File: src/hdl/tcs_pkg.sv
// Shared constants, types and helpers for the conversion scheduler.
// Assumes one 125 MHz clock; no bus of its own, pointers come from the two-wire front end.
package tcs_pkg;

  ////////////////////////////////////////////////////////////////////////////
  // Pointer locations
  localparam logic [7:0] PTR_INTERVAL_RD = 8'h04;
  localparam logic [7:0] PTR_INTERVAL_WR = 8'h0A;
  localparam logic [7:0] PTR_ONE_SHOT    = 8'h0F;
  localparam logic [7:0] PTR_IDEALITY    = 8'h23;
  localparam logic [7:0] PTR_MAKER       = 8'hFE;

  // Values after reset and fixed answers
  localparam logic [7:0] INTERVAL_RST    = 8'h08;
  localparam logic [7:0] IDEALITY_RST    = 8'h00;
  localparam logic [7:0] UNMAPPED_RD     = 8'h00;
  localparam logic [7:0] GC_RESET_CMD    = 8'h06;
  localparam logic [7:0] INTERVAL_TOP    = 8'h09;

  ////////////////////////////////////////////////////////////////////////////
  // Timing
  localparam int unsigned CLK_PERIOD_NS   = 8;
  // Base tick of the gap timer: shortest interval, 0.03125 s
  localparam int unsigned TICK_PERIOD_NS  = 31_250_000;
  localparam int unsigned TICK_CYCLES_DFLT = TICK_PERIOD_NS / CLK_PERIOD_NS;
  // Code 00h gives 16 s, i.e. 512 base ticks
  localparam int unsigned GAP_TICKS_CODE0 = 512;
  localparam int unsigned CONV_CYCLES_DFLT = 1000;

  // Remote correction
  localparam int unsigned IDEAL_NOMINAL   = 2088;
  localparam int unsigned RESULT_W        = 12;

  ////////////////////////////////////////////////////////////////////////////
  // Types
  typedef struct packed {
    logic       wr;
    logic       rd;
    logic [7:0] ptr;
    logic [7:0] data;
  } tcs_reg_req_s;

  typedef enum logic [1:0] {
    ST_SHUT = 2'b00,
    ST_CONV = 2'b01,
    ST_GAP  = 2'b10
  } tcs_state_e;

  // Codes above the table clamp to the fastest rate
  function automatic logic [9:0] tcs_gap_ticks(input logic [7:0] code);
    logic [3:0] c;
    c = (code > INTERVAL_TOP) ? INTERVAL_TOP[3:0] : code[3:0];
    return 10'(GAP_TICKS_CODE0 >> c);
  endfunction

endpackage

File: src/hdl/tcs_scheduler.sv
// Conversion scheduler with interval, one-shot, ideality and identification registers.
// Assumes the two-wire front end delivers decoded pointer accesses and
// general-call events on clk; shutdown_request comes from configuration logic.
//
// Overview of operation
// - Interval read at 04h, written at 0Ah
// - Interval changes only the idle gap
// - Codes 00h..09h: 16 s halving down
// - Interval resets to 08h, sixteen per second
// - One-shot write in shutdown starts cycle
// - One-shot runs local and remote once
// - After one-shot, back to shutdown
// - One-shot data byte discarded
// - Ideality register 23h, signed eight bits
// - Ideality resets to zero, no effect
// - Remote scaled by (2088+N)/2088
// - Offset added to every remote result
// - Acknowledge general call, examine next byte
// - Byte 06h resets registers, aborts conversion
// - Other second bytes change nothing
// - Fixed maker code read at FEh
// - Shutdown finishes sequence; clear resumes converting
`timescale 1ns/1ps
`default_nettype none
module tcs_scheduler
  #(
  parameter int unsigned TICK_CYCLES = tcs_pkg::TICK_CYCLES_DFLT,
  parameter int unsigned CONV_CYCLES = tcs_pkg::CONV_CYCLES_DFLT,
  // Arbitrary identification value
  parameter logic [7:0]  MAKER_CODE  = 8'hA5
  )
  (
  // Clock and reset
  input  wire logic                         clk,
  input  wire logic                         rst_b,
  // Pointer access from the two-wire front end
  input  wire tcs_pkg::tcs_reg_req_s        reg_req,
  output logic      [7:0]                   rd_data,
  // General call
  input  wire logic                         gc_addr_stb,
  input  wire logic                         gc_byte_stb,
  input  wire logic [7:0]                   gc_byte,
  output logic                              gc_ack,
  // Configuration
  input  wire logic                         shutdown_request,
  // Converter
  input  wire logic [tcs_pkg::RESULT_W-1:0] raw_local,
  input  wire logic [tcs_pkg::RESULT_W-1:0] raw_remote,
  input  wire logic [tcs_pkg::RESULT_W-1:0] remote_offset,
  output logic                              conv_busy,
  output logic                              conv_channel,
  // Results
  output logic      [tcs_pkg::RESULT_W-1:0] local_result,
  output logic      [tcs_pkg::RESULT_W-1:0] remote_result,
  output logic                              result_stb
  );
  import tcs_pkg::*;

  generate
    if (CONV_CYCLES < 4 || CONV_CYCLES > 4096) begin : g_bad_conv
      $error("CONV_CYCLES must lie in 4..4096");
    end
  endgenerate

  // Local channel fills the first half, remote the second
  localparam int unsigned HALF = CONV_CYCLES / 2;

  ////////////////////////////////////////////////////////////////////////////
  // General call and register file

  logic [7:0] interval_q, interval_d;
  logic [7:0] ideal_q, ideal_d;
  logic [7:0] rdata_q, rdata_d;
  logic       gc_ack_q, gc_ack_d;
  logic       gc_reset;
  logic       shot_wr;

  always_comb
  begin
    // Only a second byte that follows an acknowledged call counts
    gc_reset   = gc_ack_q && gc_byte_stb && (gc_byte == GC_RESET_CMD);
    // Byte value of a one-shot write is never looked at
    shot_wr    = reg_req.wr && (reg_req.ptr == PTR_ONE_SHOT);
    interval_d = interval_q;
    ideal_d    = ideal_q;
    rdata_d    = rdata_q;
    gc_ack_d   = gc_ack_q;
    if (gc_addr_stb)
      gc_ack_d = 1'b1;
    else if (gc_byte_stb)
      gc_ack_d = 1'b0;
    if (gc_reset)
    begin
      interval_d = INTERVAL_RST;
      ideal_d    = IDEALITY_RST;
      rdata_d    = UNMAPPED_RD;
    end
    else
    begin
      if (reg_req.wr)
      begin
        if (reg_req.ptr == PTR_INTERVAL_WR)
          interval_d = reg_req.data;
        else if (reg_req.ptr == PTR_IDEALITY)
          ideal_d = reg_req.data;
      end
      if (reg_req.rd)
      begin
        unique case (reg_req.ptr)
          PTR_INTERVAL_RD: rdata_d = interval_q;
          PTR_IDEALITY:    rdata_d = ideal_q;
          PTR_MAKER:       rdata_d = MAKER_CODE;
          default:         rdata_d = UNMAPPED_RD;
        endcase
      end
    end
  end

  always_ff @(posedge clk or negedge rst_b)
  begin
    if (!rst_b)
    begin
      interval_q <= INTERVAL_RST;
      ideal_q    <= IDEALITY_RST;
      rdata_q    <= UNMAPPED_RD;
      gc_ack_q   <= 1'b0;
    end
    else
    begin
      interval_q <= interval_d;
      ideal_q    <= ideal_d;
      rdata_q    <= rdata_d;
      gc_ack_q   <= gc_ack_d;
    end
  end

  ////////////////////////////////////////////////////////////////////////////
  // Conversion sequencer

  tcs_state_e          st_q, st_d;
  logic [12:0]         cnt_q, cnt_d;
  logic                shot_q, shot_d;
  logic                pend_q, pend_d;
  logic                busy_q, busy_d;
  logic                chan_q, chan_d;
  logic [RESULT_W-1:0] local_q, local_d;
  logic                gap_load;
  logic                gap_clear;
  logic                gap_done;
  logic                cal_stb;
  logic                cal_valid;

  always_comb
  begin
    st_d      = st_q;
    cnt_d     = cnt_q;
    shot_d    = shot_q;
    local_d   = local_q;
    gap_load  = 1'b0;
    gap_clear = 1'b0;
    cal_stb   = 1'b0;
    // Request raised during shutdown survives the consumption cycle of an earlier one
    pend_d    = pend_q;
    if (shot_wr && shutdown_request)
      pend_d = 1'b1;
    // Leaving shutdown drops an unstarted one-shot, else it fires on the next shutdown
    else if (!shutdown_request)
      pend_d = 1'b0;
    if (gc_reset)
    begin
      // Abort: whatever was converting is dropped, nothing is published
      st_d      = ST_SHUT;
      cnt_d     = 13'h0000;
      shot_d    = 1'b0;
      pend_d    = 1'b0;
      local_d   = '0;
      gap_clear = 1'b1;
    end
    else
    begin
      unique case (st_q)
        ST_SHUT:
        begin
          if (!shutdown_request)
          begin
            st_d   = ST_CONV;
            cnt_d  = 13'h0000;
            shot_d = 1'b0;
          end
          else if (pend_q)
          begin
            st_d   = ST_CONV;
            cnt_d  = 13'h0000;
            shot_d = 1'b1;
            if (!(shot_wr && shutdown_request))
              pend_d = 1'b0;
          end
        end
        ST_CONV:
        begin
          // Conversion length is fixed; the interval never touches it
          cnt_d = cnt_q + 13'h0001;
          if (cnt_q == 13'(HALF - 1))
            local_d = raw_local;
          if (cnt_q == 13'(CONV_CYCLES - 1))
          begin
            cal_stb = 1'b1;
            cnt_d   = 13'h0000;
            if (shot_q || shutdown_request)
            begin
              st_d   = ST_SHUT;
              shot_d = 1'b0;
            end
            else
            begin
              st_d     = ST_GAP;
              gap_load = 1'b1;
            end
          end
        end
        ST_GAP:
        begin
          if (shutdown_request)
          begin
            st_d      = ST_SHUT;
            gap_clear = 1'b1;
          end
          else if (gap_done)
          begin
            st_d  = ST_CONV;
            cnt_d = 13'h0000;
          end
        end
        default:
        begin
          st_d = ST_SHUT;
        end
      endcase
    end
    busy_d = (st_d == ST_CONV);
    chan_d = (st_d == ST_CONV) && (cnt_d >= 13'(HALF));
  end

  always_ff @(posedge clk or negedge rst_b)
  begin
    if (!rst_b)
    begin
      st_q    <= ST_SHUT;
      cnt_q   <= 13'h0000;
      shot_q  <= 1'b0;
      pend_q  <= 1'b0;
      busy_q  <= 1'b0;
      chan_q  <= 1'b0;
      local_q <= '0;
    end
    else
    begin
      st_q    <= st_d;
      cnt_q   <= cnt_d;
      shot_q  <= shot_d;
      pend_q  <= pend_d;
      busy_q  <= busy_d;
      chan_q  <= chan_d;
      local_q <= local_d;
    end
  end

  ////////////////////////////////////////////////////////////////////////////
  // Gap timer and remote correction

  tcs_gap_timer #(
    .TICK_CYCLES (TICK_CYCLES)
  ) u_gap (
    .clk     (clk),
    .rst_b   (rst_b),
    .clear   (gap_clear),
    .load    (gap_load),
    .code    (interval_q),
    .expired (gap_done)
  );

  tcs_remote_cal u_cal (
    .clk    (clk),
    .rst_b  (rst_b),
    .clear  (gc_reset),
    .stb    (cal_stb),
    .raw    (raw_remote),
    .adjust (ideal_q),
    .offset (remote_offset),
    .result (remote_result),
    .valid  (cal_valid)
  );

  assign rd_data      = rdata_q;
  assign gc_ack       = gc_ack_q;
  assign conv_busy    = busy_q;
  assign conv_channel = chan_q;
  assign local_result = local_q;
  assign result_stb   = cal_valid;

endmodule
`default_nettype wire

File: src/hdl/tcs_gap_timer.sv
// Idle-gap timer: base-tick prescaler and tick down-counter.
// Assumes load and clear come from logic on the same clock.
`timescale 1ns/1ps
`default_nettype none
module tcs_gap_timer
  #(parameter int unsigned TICK_CYCLES = tcs_pkg::TICK_CYCLES_DFLT)
  (
  // Clock and reset
  input  wire logic       clk,
  input  wire logic       rst_b,
  // Control
  input  wire logic       clear,
  input  wire logic       load,
  input  wire logic [7:0] code,
  // Result
  output logic            expired
  );
  import tcs_pkg::*;

  generate
    if (TICK_CYCLES < 2) begin : g_bad_tick
      $error("TICK_CYCLES must be at least 2");
    end
  endgenerate

  logic [31:0] pre_q, pre_d;
  logic [9:0]  left_q, left_d;
  logic        run_q, run_d;
  logic        exp_q, exp_d;

  always_comb
  begin
    pre_d  = pre_q;
    left_d = left_q;
    run_d  = run_q;
    exp_d  = 1'b0;
    if (clear)
    begin
      run_d  = 1'b0;
      pre_d  = 32'h0;
      left_d = 10'h000;
    end
    else if (load)
    begin
      // Prescaler restarts so the gap is a whole number of ticks
      run_d  = 1'b1;
      pre_d  = 32'h0;
      left_d = tcs_gap_ticks(code);
    end
    else if (run_q)
    begin
      if (pre_q == 32'(TICK_CYCLES - 1))
      begin
        pre_d = 32'h0;
        if (left_q == 10'h001)
        begin
          run_d  = 1'b0;
          exp_d  = 1'b1;
          left_d = 10'h000;
        end
        else
        begin
          left_d = left_q - 10'h001;
        end
      end
      else
      begin
        pre_d = pre_q + 32'h1;
      end
    end
  end

  always_ff @(posedge clk or negedge rst_b)
  begin
    if (!rst_b)
    begin
      pre_q  <= 32'h0;
      left_q <= 10'h000;
      run_q  <= 1'b0;
      exp_q  <= 1'b0;
    end
    else
    begin
      pre_q  <= pre_d;
      left_q <= left_d;
      run_q  <= run_d;
      exp_q  <= exp_d;
    end
  end

  assign expired = exp_q;

endmodule
`default_nettype wire

File: src/hdl/tcs_remote_cal.sv
// Remote result correction: ideality scaling then offset addition.
// Assumes raw is an unsigned absolute-referenced code sampled on stb.
`timescale 1ns/1ps
`default_nettype none
module tcs_remote_cal
  (
  // Clock and reset
  input  wire logic                         clk,
  input  wire logic                         rst_b,
  // Control
  input  wire logic                         clear,
  input  wire logic                         stb,
  input  wire logic [tcs_pkg::RESULT_W-1:0] raw,
  input  wire logic [7:0]                   adjust,
  input  wire logic [tcs_pkg::RESULT_W-1:0] offset,
  // Result
  output logic      [tcs_pkg::RESULT_W-1:0] result,
  output logic                              valid
  );
  import tcs_pkg::*;

  logic [RESULT_W-1:0] res_q, res_d;
  logic                val_q, val_d;
  logic signed [13:0]  denom;
  logic signed [27:0]  prod;
  logic signed [27:0]  quot;
  logic signed [27:0]  sum;

  // Reading scales by 1.008/eta_eff = (2088 + N) / 2088
  always_comb
  begin
    denom = 14'(IDEAL_NOMINAL) + 14'(signed'(adjust));
    prod  = 28'(signed'({1'b0, raw})) * 28'(denom);
    quot  = prod / 28'(IDEAL_NOMINAL);
    sum   = quot + 28'(signed'(offset));
    res_d = res_q;
    val_d = 1'b0;
    if (clear)
    begin
      res_d = '0;
    end
    else if (stb)
    begin
      val_d = 1'b1;
      // Clamp rather than wrap: a wrapped reading would look cold
      if (sum < 28'sh0)
        res_d = '0;
      else if (sum > 28'sh0000FFF)
        res_d = '1;
      else
        res_d = sum[RESULT_W-1:0];
    end
  end

  always_ff @(posedge clk or negedge rst_b)
  begin
    if (!rst_b)
    begin
      res_q <= '0;
      val_q <= 1'b0;
    end
    else
    begin
      res_q <= res_d;
      val_q <= val_d;
    end
  end

  assign result = res_q;
  assign valid  = val_q;

endmodule
`default_nettype wire

File: config.mk
export PLATFORM = sky130hd
export DESIGN_NAME = tcs_scheduler
export DESIGN_NICKNAME = d
export VERILOG_FILES = /design/src/hdl/tcs_pkg.sv /design/src/hdl/tcs_scheduler.sv /design/src/hdl/tcs_gap_timer.sv /design/src/hdl/tcs_remote_cal.sv
export SDC_FILE = /design/constraint.sdc
export NUM_CORES = 1
export LEC_CHECK = 0
export BUFFER_PORTS_ARGS = -buffer_cell sky130_fd_sc_hd__buf_2
export CORE_MARGIN = 1.5
export CORE_UTILIZATION = 55
export DETAILED_ROUTE_END_ITERATION = 8
export PLACE_DENSITY = 0.71
export RECOVER_POWER = 50
export SKIP_LAST_GASP = 1
export SYNTH_ARGS = -nofsm -noshare
export SYNTH_HDL_FRONTEND = slang
export SYNTH_SLANG_ARGS = --single-unit
File: constraint.sdc
create_clock -name clk -period 25.5 [get_ports clk]
set_clock_uncertainty 0.05 [all_clocks]
set_input_delay 1.275 -clock clk [delete_from_list [all_inputs] [get_ports clk]]
set_output_delay 1.275 -clock clk [all_outputs]
set_load 0.03 [all_outputs]
==> impl_metrics.toml <==
[status]
outcome = "finished, violations left"
failed_checks = "capacitance limit, slew limit"

[worst_setup_path]
worstReg2RegEnd = "u_cal.result[11]"
reg2reg_setup_slack_ns = 1.89
crit_buf_inv = 10
critical_path.endpoint_type = "flop"
timing_worst_setup_path_type = "reg -> reg"
worstPathMaxFanout = 16
start_kind = "flop"
worstSetupEndpoint = "u_cal.result[11]"
startpoint = "ideal_q[3]"
timing.critical_path.slowest_stage_cell = "a211oi_2"
worst_path_dominant_cell_family = "compound AO/OA/AOI/OAI gates"
critPathMostFrequentCell = "a21oi_1"
worstPathRequired_ns = 25.77
r2r-start = "ideal_q[3]"
r2r_cells = 86
cp_num_cells = 86
critPathArrivalTime_ns = 23.87
critical-path-max-stage-delay_ns = 0.69

[global_routing]
grt_start_max_net_pins = 71
track_usage = 0.282
antenna_found_initial = 0
first_pass_grt_wire_length_um = 73900
grt.overflow.total = 0
via_count_of_the_first_global_routing_pass = 15300

[sta]
setup-violations-final = 0
final_period_util = 0.926
hold_viol = 0
report.final.slew_viol_count = 116
grt_setup_unrepaired = "no"
finalHoldWorstSlack_ns = 0.461
timing.final.crit_period_ns = 23.61
worst-slew-pin-transition_ns = 3.58
maxSlewHeadroom = -1.39
setup-tns-final_ns = 0
achievable-frequency_mhz = 42.4

[finish]
finish.net_count = 2422
final_cell_mix = "nor2_1, nand2_1, inv_1"
area_growth_syn_to_layout_pct = 7.67
antenna_diode_count = 0
fill_cells = 2832
layout-drive-gt1-share = 0.0902
layout_commonest_cell = "nor2_1"

[logic_synthesis]
complex_gate_fraction_of_the_synthesized_area = 0.228
synth-edff-count = 0
synth_top_flop_cell = "dfrtp_1"
mappedNetlistNets = 2379
yosysUniqueCellTypes = 120
synth.mux.area_fraction = 0.0358
synth-seq-cells = 113
yosys_warnings = 0
synth-simple-area-share = 0.246
synthXorXnorAreaFrac = 0.0599
post_synth.cell_area_avg_um2 = 8.03
cell_area_after_synthesis_um2 = 16900
synth-adder-area-share = 0.200
synth_async_sr_flop_share = 1.00
synth_top_family_by_area = "simple AND/OR/NAND/NOR gates"
netlist_instances = 2107
synth.yosys.seq_area_share = 0.167

[clocking]
cts_htree_levels = 4
tritoncts.num_buffers = 17
cts.path.max_buffers = 2
clock_latency_ns = 0.41
cts.sink_count = 113
post-cts-setup-buffers = 0
clockRootBuffer = "clkbuf_16"
hold_buffers = 0
tritoncts_clock_tree = "built"
clk_transition_reported_paths_ns = 0.05
postCtsResizedCells = 0

[drt]
drc = 0
viasPerCell = 6.20
wire_per_inst_um = 17.3
detailroute.via_count = 15900
drt_pass1_iterations = 5
drt_iter0_markers = 1385
detail-route-antenna-nets = 0
routed_wirelength_um = 44200

[die]
die_area_um2 = 31800
placement_rows = 64
core_um2 = 30400
height_of_the_chip_um = 178
die_w_um = 178
design.portCount = 103
initial_core_util = 0.556

[min_path]
worstHoldStart = "u_cal.result[0]"
hold_path_class = "reg -> reg"
min_path_cells = 2

[placed_design]
portbufs = 102
gp_congestion = 0.948
place_hpwl_um = 34900

[run]
cap_viol_max_count = 2
stage by stage:
stage / setup WS [ns] / utilization / instance area, µm² / instances
2_1_floorplan: 5.52 / - / 16900 / 2107
3_3_place_gp: 2.53 / 0.580 / 17600 / 2527
3_5_place_dp: 1.69 / 0.580 / 17600 / 2527
4_1_cts: 1.62 / 0.600 / 18300 / 2559
5_1_grt: 0.0548 / 0.599 / 18200 / 2559
6_report: 1.89 / 0.599 / 18200 / 2559
how the worst min path moves through the flow:
stage / end / slack, ns
floorplan: u_gap.left_q[9] / 0.43
global placement: gc_ack / 0.43
detailed placement: u_cal.result[0] / 0.44
CTS: u_cal.result[0] / 0.45
global route: u_cal.result[2] / 0.50
finish: u_cal.result[0] / 0.46
layer usage:
metal | track usage | wire (µm) | vias to the layer above | part of all wire
li1 | - | - | 7572 | -
met3 | 0.0205 | 2010 | 86 | 0.045
met1 | 0.365 | 19500 | 7670 | 0.44
met4 | 0.0955 | 1110 | 0 | 0.025
met2 | 0.497 | 21700 | 546 | 0.49
met5 | 0 | 0 | - | 0
flip-flops by register name, summed over array words and instances, names as in the netlist, 2 cells and up:
register      cells
u_gap.pre_q      32
cnt_q            13
local_result     12
u_cal.result     12
u_gap.left_q     10
ideal_q           8
interval_q        8
rd_data           8
st_q              2
synthesized netlist by cell type (11+ instances only):
master | n | area (µm²)
and2_1 | 90 | 563
or2_2 | 13 | 81.3
nand2_1 | 180 | 676
nand4_1 | 35 | 219
or3_1 | 17 | 106
ha_1 | 103 | 1290
inv_1 | 179 | 672
fa_1 | 102 | 2040
nor3b_1 | 11 | 82.6
a21o_1 | 30 | 225
nand3_1 | 58 | 290
nor4_1 | 25 | 156
nand2b_1 | 32 | 200
o21a_1 | 15 | 113
o31ai_1 | 18 | 135
o21bai_1 | 16 | 120
xor2_1 | 40 | 350
o21ai_0 | 100 | 500
a211oi_1 | 24 | 180
nor3_1 | 46 | 230
and3_1 | 31 | 194
nor2_1 | 193 | 724
o211ai_1 | 22 | 165
xnor2_1 | 72 | 631
mux2i_1 | 42 | 420
nor2b_1 | 27 | 169
clkbuf_1 | 63 | 236
a21oi_1 | 110 | 551
dfrtp_1 | 112 | 2800
a211o_1 | 13 | 114
a31oi_1 | 18 | 113
buf_2 | 13 | 65.1
a22oi_1 | 11 | 82.6
final cells by class:
type	instances	area, µm²	share of cell area
clock buffers	18	439	0.0241
clock inverters	14	189	0.0104
inverters	188	708	0.0389
multi-input cells	1720	13000	0.716
flip-flops and latches	113	2830	0.155
well taps	396	495	0.0272
repair buffers	110	519	0.0285
cell families after synthesis:
kind of cell / count (synthesis)
AOI/OAI and AO/OA: 534
and+or+nand+nor: 805
adders and majority gates: 211
xor gates and xnor gates: 114
DFF: 113
muxes: 56
buffers and inverters: 274
worst reg2reg max path: cells and delay by family (launching register included):
family                   cells  cell delay, ns
AO/OA/AOI/OAI               43           12.58
adder cells (fa/ha/maj)     10            4.35
AND/OR/NAND/NOR             17            3.25
buffers and inverters       10            1.03
multiplexers                 3            0.91
XOR/XNOR                     3            0.77
flip-flops                   1            0.56
Power is not shown: default switching activity piles up to over one toggle a cycle in this logic, so the estimate is an artifact.
